$ cat src/hdl/rst_seq_pkg.sv
// Package with reset sequencer constants and the bridge and host state types
package rst_seq_pkg;
    // ****************************************************************
    // Timing
    // ****************************************************************
    localparam int CLK_PERIOD_PS = 5000;
    localparam int CLK_MHZ = 200;
    localparam int CLK_STABLE_US = 10;
    localparam int CLK_STABLE_CYC = CLK_STABLE_US * CLK_MHZ;
    localparam int TRAIN_LIMIT_MS = 80;
    localparam int TRAIN_LIMIT_CYC = TRAIN_LIMIT_MS * 1000 * CLK_MHZ;
    localparam int HOST_CLK_US = 100;
    localparam int HOST_CLK_CYC = HOST_CLK_US * CLK_MHZ;
    localparam int HOST_PWR_MS = 100;
    localparam int HOST_PWR_CYC = HOST_PWR_MS * 1000 * CLK_MHZ;
    localparam int TRAIN_START_CYC = 16;
    localparam int CNT_W = 25;
    // ****************************************************************
    // Fields
    // ****************************************************************
    localparam int STRAP_W = 8;
    localparam int SUPPLY_W = 8;
    localparam logic [7:0] SUPPLY_GOOD = 8'he6; // 90% of full scale 8'hff
    localparam int BRIDGE_CTRL_OFFSET = 32'h3e;
    localparam int SEC_RESET_BIT = 6;
    localparam logic [7:0] CTRL_RESET = 8'h00;
    localparam logic [7:0] STICKY_RESET = 8'h00;
    // ****************************************************************
    // States
    // ****************************************************************
    typedef enum logic [4:0] {
        ST_RESET = 5'h01,
        ST_LATCH = 5'h02,
        ST_LOAD = 5'h04,
        ST_WAIT = 5'h08,
        ST_TRAIN = 5'h10
    } seq_state_t;
    typedef enum logic [4:0] {
        H_OFF = 5'h01,
        H_PWR = 5'h02,
        H_CLK = 5'h04,
        H_RUN = 5'h08,
        H_DOWN = 5'h10
    } host_state_t;
endpackage : rst_seq_pkg

$ cat src/hdl/rst_link_if.sv
// Interface joining the upstream host and the bridge reset sequencer
`timescale 1ns/1ps
`default_nettype none
interface rst_link_if;
    logic fund_reset_n;
    logic refclk_active;
    logic supply_on;
    modport host (output fund_reset_n, output refclk_active, output supply_on);
    modport bridge (input fund_reset_n, input refclk_active, input supply_on);
endinterface : rst_link_if
`default_nettype wire

$ cat src/hdl/bridge_reset_sequencer.sv
// Bridge end: combines power-on, global and fundamental resets
`timescale 1ns/1ps
`default_nettype none
module bridge_reset_sequencer
    import rst_seq_pkg::*;
#(
    parameter int CLK_WAIT_CYC = CLK_STABLE_CYC
) (
    input wire logic clk_in,
    input wire logic rst_n_in,
    rst_link_if.bridge link,
    input wire logic global_reset_in_n,
    input wire logic [SUPPLY_W-1:0] core_supply_sense,
    input wire logic [STRAP_W-1:0] strap_in,
    input wire logic eeprom_present_in,
    input wire logic eeprom_done_in,
    input wire logic hot_reset_in,
    input wire logic secondary_bus_reset_bit,
    input wire logic [7:0] ctrl_wdata_in,
    input wire logic ctrl_we_in,
    input wire logic [7:0] sticky_wdata_in,
    input wire logic sticky_we_in,
    output logic por_rst_n_out,
    output logic link_rst_n_out,
    output logic sec_bus_rst_n_out,
    output logic [STRAP_W-1:0] strap_out,
    output logic eeprom_start_out,
    output logic link_init_out,
    output logic train_start_out,
    output logic data_link_down_out,
    output logic [7:0] ctrl_reg_out,
    output logic [7:0] sticky_reg_out
);
    import rst_seq_pkg::*;

    // ****************************************************************
    // Reset source combination
    // ****************************************************************
    logic [2:0] por_sync;
    logic [2:0] link_sync;
    logic [CNT_W-1:0] clk_cnt;
    logic por_rst_n;
    logic link_rst_n;
    logic prev_link_rst_n;
    seq_state_t state;
    seq_state_t next_state;
    logic [CNT_W-1:0] train_cnt;

    // Supply good and clock seen; global reset bypasses the clock
    wire supply_good = core_supply_sense >= SUPPLY_GOOD;
    wire por_src_n = global_reset_in_n & supply_good & link.supply_on;
    wire link_src_n = link.fund_reset_n & ~hot_reset_in;
    wire clk_wait_done = clk_cnt >= CLK_WAIT_CYC[CNT_W-1:0];

    // Power-on release waits 10 us of running reference clock
    always_ff @(posedge clk_in or negedge por_src_n) begin
        if (!por_src_n) begin
            clk_cnt <= '0;
        end else if (!link.refclk_active) begin
            clk_cnt <= '0;
        end else if (!clk_wait_done) begin
            clk_cnt <= clk_cnt + 1'b1;
        end
    end

    // Asynchronous assert, synchronous release
    always_ff @(posedge clk_in or negedge por_src_n) begin
        if (!por_src_n) begin
            por_sync <= 3'h0;
        end else begin
            por_sync <= {por_sync[1:0], clk_wait_done & rst_n_in};
        end
    end
    assign por_rst_n = por_sync[2];

    // Link reset domain includes power-on reset
    wire link_any_n = link_src_n & por_src_n;
    always_ff @(posedge clk_in or negedge link_any_n) begin
        if (!link_any_n) begin
            link_sync <= 3'h0;
        end else begin
            link_sync <= {link_sync[1:0], por_rst_n};
        end
    end
    assign link_rst_n = link_sync[2];

    // ****************************************************************
    // EEPROM pin filters
    // ****************************************************************
    logic [1:0] pin_s1;
    logic [1:0] pin_s2;
    logic [1:0] pin_s3;
    logic [1:0] pin_clean;
    // A pin change counts only once the last two stages agree
    wire [1:0] pin_agree = ~(pin_s2 ^ pin_s3);
    wire [1:0] next_pin_clean = (pin_agree & pin_s3) | (~pin_agree & pin_clean);
    wire eeprom_present = pin_clean[0];
    wire eeprom_done = pin_clean[1];

    // Three flops per pin keep the handshake off metastable edges
    always_ff @(posedge clk_in) begin
        if (!rst_n_in) begin
            pin_s1 <= 2'h0;
            pin_s2 <= 2'h0;
            pin_s3 <= 2'h0;
            pin_clean <= 2'h0;
        end else begin
            pin_s1 <= {eeprom_done_in, eeprom_present_in};
            pin_s2 <= pin_s1;
            pin_s3 <= pin_s2;
            pin_clean <= next_pin_clean;
        end
    end

    // ****************************************************************
    // Registers per reset domain
    // ****************************************************************
    // Sticky bits cleared only by power-on or global reset
    always_ff @(posedge clk_in or negedge por_rst_n) begin
        if (!por_rst_n) begin
            sticky_reg_out <= STICKY_RESET;
        end else if (sticky_we_in) begin
            sticky_reg_out <= sticky_wdata_in;
        end
    end

    // Non-sticky control cleared by any reset
    always_ff @(posedge clk_in or negedge link_rst_n) begin
        if (!link_rst_n) begin
            ctrl_reg_out <= CTRL_RESET;
        end else if (ctrl_we_in) begin
            ctrl_reg_out <= ctrl_wdata_in;
        end
    end

    // ****************************************************************
    // Post-release sequence
    // ****************************************************************
    wire train_due = train_cnt >= TRAIN_START_CYC[CNT_W-1:0];

    // One-hot state test shared by strap capture and load start
    function automatic logic at_state(input seq_state_t cur, input seq_state_t want);
        return (cur & want) != 5'h00;
    endfunction : at_state
    wire in_latch = at_state(state, ST_LATCH);

    // Next state decode
    always_comb begin
        next_state = state;
        case (state)
            ST_RESET: next_state = ST_LATCH;
            ST_LATCH: next_state = eeprom_present ? ST_LOAD : ST_WAIT;
            ST_LOAD: next_state = eeprom_done ? ST_WAIT : ST_LOAD;
            ST_WAIT: next_state = train_due ? ST_TRAIN : ST_WAIT;
            ST_TRAIN: next_state = ST_TRAIN;
            default: next_state = ST_RESET;
        endcase
    end

    // State machine and training counter; non-sticky machines clear on link reset
    always_ff @(posedge clk_in or negedge link_rst_n) begin
        if (!link_rst_n) begin
            state <= ST_RESET;
            train_cnt <= '0;
        end else begin
            state <= next_state;
            train_cnt <= train_due ? train_cnt : train_cnt + 1'b1;
        end
    end

    // Straps caught in ST_LATCH, the cycle after the release, never under asynchronous reset
    always_ff @(posedge clk_in) begin
        if (!rst_n_in) begin
            strap_out <= '0;
            prev_link_rst_n <= 1'b0;
        end else begin
            prev_link_rst_n <= link_rst_n;
            if (in_latch) begin
                strap_out <= strap_in;
            end
        end
    end

    // ****************************************************************
    // Outputs
    // ****************************************************************
    assign por_rst_n_out = por_rst_n;
    assign link_rst_n_out = link_rst_n;
    assign sec_bus_rst_n_out = link_rst_n & ~secondary_bus_reset_bit;
    assign eeprom_start_out = in_latch & eeprom_present;
    assign link_init_out = (state != ST_RESET);
    assign train_start_out = (state == ST_TRAIN);
    assign data_link_down_out = ~link_rst_n | ~prev_link_rst_n;
endmodule : bridge_reset_sequencer
`default_nettype wire

$ cat src/flat_wrapper.sv
// flat-port wrapper written by rule: the top's interface ports become plain ports
module bridge_reset_sequencer_flat import rst_seq_pkg::*;
#(
    parameter int CLK_WAIT_CYC = CLK_STABLE_CYC
)
  (clk_in, rst_n_in, global_reset_in_n, core_supply_sense, strap_in, eeprom_present_in, eeprom_done_in, hot_reset_in, secondary_bus_reset_bit, ctrl_wdata_in, ctrl_we_in, sticky_wdata_in, sticky_we_in, por_rst_n_out, link_rst_n_out, sec_bus_rst_n_out, strap_out, eeprom_start_out, link_init_out, train_start_out, data_link_down_out, ctrl_reg_out, sticky_reg_out, link_fund_reset_n, link_refclk_active, link_supply_on);
  rst_link_if link_i ();
  input wire logic clk_in;
  input wire logic rst_n_in;
  input wire logic global_reset_in_n;
  input wire logic [SUPPLY_W-1:0] core_supply_sense;
  input wire logic [STRAP_W-1:0] strap_in;
  input wire logic eeprom_present_in;
  input wire logic eeprom_done_in;
  input wire logic hot_reset_in;
  input wire logic secondary_bus_reset_bit;
  input wire logic [7:0] ctrl_wdata_in;
  input wire logic ctrl_we_in;
  input wire logic [7:0] sticky_wdata_in;
  input wire logic sticky_we_in;
  output logic por_rst_n_out;
  output logic link_rst_n_out;
  output logic sec_bus_rst_n_out;
  output logic [STRAP_W-1:0] strap_out;
  output logic eeprom_start_out;
  output logic link_init_out;
  output logic train_start_out;
  output logic data_link_down_out;
  output logic [7:0] ctrl_reg_out;
  output logic [7:0] sticky_reg_out;
  input wire logic [$bits(link_i.fund_reset_n)-1:0] link_fund_reset_n;
  input wire logic [$bits(link_i.refclk_active)-1:0] link_refclk_active;
  input wire logic [$bits(link_i.supply_on)-1:0] link_supply_on;
  assign link_i.fund_reset_n = link_fund_reset_n;
  assign link_i.refclk_active = link_refclk_active;
  assign link_i.supply_on = link_supply_on;
  bridge_reset_sequencer #(.CLK_WAIT_CYC(CLK_WAIT_CYC)) u_core (.clk_in(clk_in), .rst_n_in(rst_n_in), .link(link_i), .global_reset_in_n(global_reset_in_n), .core_supply_sense(core_supply_sense), .strap_in(strap_in), .eeprom_present_in(eeprom_present_in), .eeprom_done_in(eeprom_done_in), .hot_reset_in(hot_reset_in), .secondary_bus_reset_bit(secondary_bus_reset_bit), .ctrl_wdata_in(ctrl_wdata_in), .ctrl_we_in(ctrl_we_in), .sticky_wdata_in(sticky_wdata_in), .sticky_we_in(sticky_we_in), .por_rst_n_out(por_rst_n_out), .link_rst_n_out(link_rst_n_out), .sec_bus_rst_n_out(sec_bus_rst_n_out), .strap_out(strap_out), .eeprom_start_out(eeprom_start_out), .link_init_out(link_init_out), .train_start_out(train_start_out), .data_link_down_out(data_link_down_out), .ctrl_reg_out(ctrl_reg_out), .sticky_reg_out(sticky_reg_out));
endmodule
$ cat config.mk
export PLATFORM = sky130hd
export DESIGN_NAME = bridge_reset_sequencer_flat
export DESIGN_NICKNAME = d
export VERILOG_FILES = /design/src/hdl/rst_seq_pkg.sv /design/src/hdl/rst_link_if.sv /design/src/hdl/bridge_reset_sequencer.sv /design/src/flat_wrapper.sv
export SDC_FILE = /design/constraint.sdc
export NUM_CORES = 1
export LEC_CHECK = 0
export ABC_CLOCK_PERIOD_IN_PS = 8100
export BUFFER_PORTS_ARGS = -buffer_cell sky130_fd_sc_hd__buf_2
export CAP_MARGIN = 20
export CORE_MARGIN = 3
export CORE_UTILIZATION = 30
export CTS_CLUSTER_SIZE = 20
export DETAILED_ROUTE_END_ITERATION = 12
export GPL_TIMING_DRIVEN = 1
export PLACE_DENSITY = 0.5
export SYNTH_ARGS = -nofsm -noshare
export SYNTH_HDL_FRONTEND = slang
export SYNTH_SLANG_ARGS = --single-unit
$ cat constraint.sdc
create_clock -name clk_in -period 8.1 [get_ports clk_in]
set_clock_uncertainty 0.15 [all_clocks]
set_input_delay 1.62 -clock clk_in [delete_from_list [all_inputs] [get_ports clk_in]]
set_output_delay 1.62 -clock clk_in [all_outputs]
set_load 0.02 [all_outputs]
# == Yosys cells after proc, flatten, opt, wreduce, memory -nomap -nowiden ==
# Cells that the tools add are included.
# op_classes
n_bitwise,18
add_sub_neg,2
order_cmp,3
eq_ne,7
n_mux,6
# op_table
op,n
"adder 25 x 1 -> 25 bit, second input constant",2
2-to-1 mux 25 bit,2
">= comparator 25 x 11 -> 1 bit, second input constant",1
">= comparator 25 x 5 -> 1 bit, second input constant",1
one-hot mux 5 bit (5 select lines),1
">= comparator 8 bit, second input constant",1
2-to-1 mux 4 bit,2
AND 1 bit,7
"equality test 5 x 1 -> 1 bit, second input constant",1
"equality test 5 x 2 -> 1 bit, second input constant",1
"equality test 5 x 3 -> 1 bit, second input constant",1
"equality test 5 x 4 -> 1 bit, second input constant",1
"equality test 5 bit, second input constant",1
2-to-1 mux 5 bit,1
"!= test 5 x 1 -> 1 bit, second input constant",1
AND 2 bit,2
NOT 1 bit,4
NOT 2 bit,2
"!= test 2 bit, second input constant",1
OR 2 bit,1
XOR 2 bit,1
OR 1 bit,1
# totals
wordCells,49
regBits,94
in_bits,44

# == Logic depth before layout (Yosys ltp) ==
# logic_depth
depth_word,5
mapped_depth,5
ltp_nobuf,5

# == Worst setup path after synthesis ==
# No wires, ideal clock.
# synth_path
path_kind,input-to-output
from,in secondary_bus_reset_bit
to,out sec_bus_rst_n_out
cell_stages,1
t_arrival_ns,1.924
setup_slack_ns,4.406
required_time_ns,6.330
cell_sequence,nor2b_1
# synth_via
elab_chain_len,2
# synth_lines
item,line_no,source
"start, declared",flat_wrapper.sv:16,input wire logic secondary_bus_reset_bit;
NOT 1 bit,bridge_reset_sequencer.sv:189,assign sec_bus_rst_n_out = link_rst_n & ~secondary_bus_reset_bit;
AND 1 bit,bridge_reset_sequencer.sv:189,
"end, declared",flat_wrapper.sv:23,output logic sec_bus_rst_n_out;
# Every way passes these cells.

# == Final worst setup path ==
# Same ends and word-level chain as after synthesis.

==> metrics.txt <==
vias per cell 4.56; top_reg_cell synth dfrtp_1; post-synth top area cell dfrtp_1; CTS Buf Count 9; initial core utilization 31.3%; Post-synth EDFFs 0; die area 13,500 µm²; Cell variety after synth 43; dpl hpwl 4120 µm; latest clock arrival within the worst-skew pair 330 ps; fin crit period 3730 ps; Fill cells 1,157; # Post-CTS Setup Buffers 0; Synth top area share 52.3%; maxcap violations 0; # clock sinks 94; Worst-path clk slew 60 ps; drt first-iter violations 114; Fin Hold WS 0.159 ps; Die X 116 µm; antenna violations before repair 0; Final Hold Fails 0; final WL 5900 µm; worst rel slew slack 61.0%; fmax 268 MHz; worst-margin pin slew 584 ps; top post-synthesis cells by area dfrtp_1 52%, dfxtp_1 9.4%, mux2_2 5.6%; global-route wire length before repair 10,100 µm; crit path max fanout 1; Comb power frac 12.4%; share of post-route cells with drive strength above 1 33.0%; mean post-synth cell area 12.3 µm²; Synth Warn # 0; routability cong. 0.682; Rows 39; Bufs on Longest Clock Path 2; leakage power total 2.09 nW; Die Y 116 µm; RSZ-0062 raised after global routing false; Post-synth ARST share 81.9%; CP startpoint kind input pin; number of global-route vias before repair 2,302; cts hold-fix bufs 0; CTS H-tree depth 3; total grt overflow 0; Residual DRC 0; routed len/inst 11.8 µm; WP data required 6330 ps; Sw Share 25.0%; post-synthesis register bit count 94; status finished clean; Power Dens Cells 241 nW/µm²; synthesized area 3640 µm²; setup violators final 0; final setup margin 4370 ps; most frequent cell after synthesis dfrtp_1; total chip power 0.00106 W; DR vias 2,285; post-cts sizing count 0; Min-Delay Path Class reg2async; multi-input combinational cell area 1220 µm²; PortBufs 73; Routed Antenna Nets 0; part of the cycle the worst path needs 46.1%; cell-internal power 0.000791 W; Setup crit end kind output port; Post-layout nets 401; setup slack at placement 4370 ps; total negative setup slack 0 ps; NetSw 0.000264 W; critical path class in2out; CORE AREA 11,600 µm²; syn nets 343; arrival time at the worst endpoint 1960 ps; IO Count 75; fin. max-slew vios 0; antenna cells 0; total track usage 9.45%; most frequent cells after synthesis 76 x dfrtp_1, 25 x clkbuf_1, 22 x and2_1, 18 x mux2_2, 17 x dfxtp_1; Cells after Synth 295; Reg power frac 49.9%; Area Overhead vs Synth 20.1%; Clk pwr share 37.7%; FF/Latch Area 2270 µm²; drt pass-1 iters 4; TritonCTS clock tree built; VDD IR max 0.000132 V; Clock Root Buffer clkbuf_16; pin count of the biggest net entering global routing 43; Seq/Total Area, Yosys 62.3%
==> layout make-up <==
cell class / instances / share of cell area, %
sequential: 94 / 51.9
multi-input combinational: 165 / 28.0
timing repair buffer: 75 / 8.71
clock buffer: 12 / 5.90
tap: 143 / 4.10
inverter: 8 / 0.687
clock inverter: 4 / 0.659
==> cells in the final DEF (no fill, tap or decap), types with 2 or more instances in the layout <==
cell,n
mux2i_1,12
and2_1,22
nand2_1,15
dfxtp_1,17
nor4_4,3
and3_1,2
clkbuf_16,10
nand3_1,6
buf_2,73
nand4_1,3
nor3_1,6
or4_1,4
o21ai_0,7
or3_1,4
a21oi_1,7
clkbuf_1,2
buf_4,2
inv_1,8
mux2_2,18
nor2_1,7
dfrtp_1,76
xor2_1,3
o31ai_1,4
a21boi_0,2
and3b_1,2
nand2b_1,2
ha_1,4
a31o_2,2
nor4_2,2
nor4_1,4
nor2b_1,11
==> logic make-up (layout without fill, tap and decap cells) <==
family	after synthesis	after routing	synth area share, %
xor+xnor	4	4	0.963
compound gates	28	28	5.26
simple gates	99	99	17.1
fa+ha+maj	4	4	1.38
buf+inv	36	99	4.13
flops	94	94	62.3
mux	30	30	8.87
==> state kept, by name, summed over array words and instances, names as in the netlist, named ones only <==
register                cells
u_core.por_sync             3
u_core.pin_s3               2
u_core.clk_cnt             25
u_core.link_sync            3
u_core.strap_out            8
u_core.ctrl_reg_out         8
u_core.sticky_reg_out       8
u_core.pin_s2               2
u_core.prev_link_rst_n      1
u_core.pin_s1               2
u_core.train_cnt           25
u_core.state                5
==> critical path, stage by stage <==
cell and delay [ps]:
buf_2 100, nor2b_1 80, buf_2 160
==> through the flow <==
| stage | std cells | instance area, µm² | util, % |
|---|---|---|---|
| detailed placement | 485 | 4080 | 35.2 |
| floorplan | 295 | 3640 | - |
| CTS | 501 | 4370 | 37.6 |
| global placement | 485 | 4080 | 35.2 |
| global route | 501 | 4370 | 37.6 |
| finish | 501 | 4370 | 37.6 |
==> power by group through the flow <==
stage	clock (W)	combinational (W)	sequential, W
3_5_place_dp	0	0.000134	0.000536
3_3_place_gp	0	0.000131	0.000535
5_1_grt	0.000438	0.000146	0.000532
4_1_cts	0.000416	0.000134	0.000527
2_1_floorplan	0	0.0000800	0.000545
6_report	0.000398	0.000131	0.000526
==> per-layer routing <==
layer	GRT usage [%]	vias to the layer above	part of all wire (%)
met4	3.56	0	1.4
met2	15.9	53	49
met3	3.37	8	5.0
li1	-	1113	-
met1	11.1	1111	45
met5	0	-	0
==> final timing paths <==
kind | from | end | slack, ps | cells after the start
min | u_core.por_sync[2]$_DFF_PN0_ | u_core.sticky_reg_out[1]$_DFFE_PN0P_ | 0.2 | 0
min reg2reg | u_core.por_sync[2]$_DFF_PN0_ | u_core.sticky_reg_out[1]$_DFFE_PN0P_ | 0.2 | 0
min in group clk_in | u_core.por_sync[1]$_DFF_PN0_ | u_core.por_sync[2]$_DFF_PN0_ | 200 | 0
max reg2reg | u_core.clk_cnt[0]$_DFFE_PN0P_ | u_core.clk_cnt[8]$_DFFE_PN0P_ | 6110 | 5
max in group asynchronous | global_reset_in_n | u_core.link_sync[2]$_DFF_PN0_ | 5850 | 5
max | secondary_bus_reset_bit | sec_bus_rst_n_out | 4370 | 3
Power figures use the tool's default switching activity.
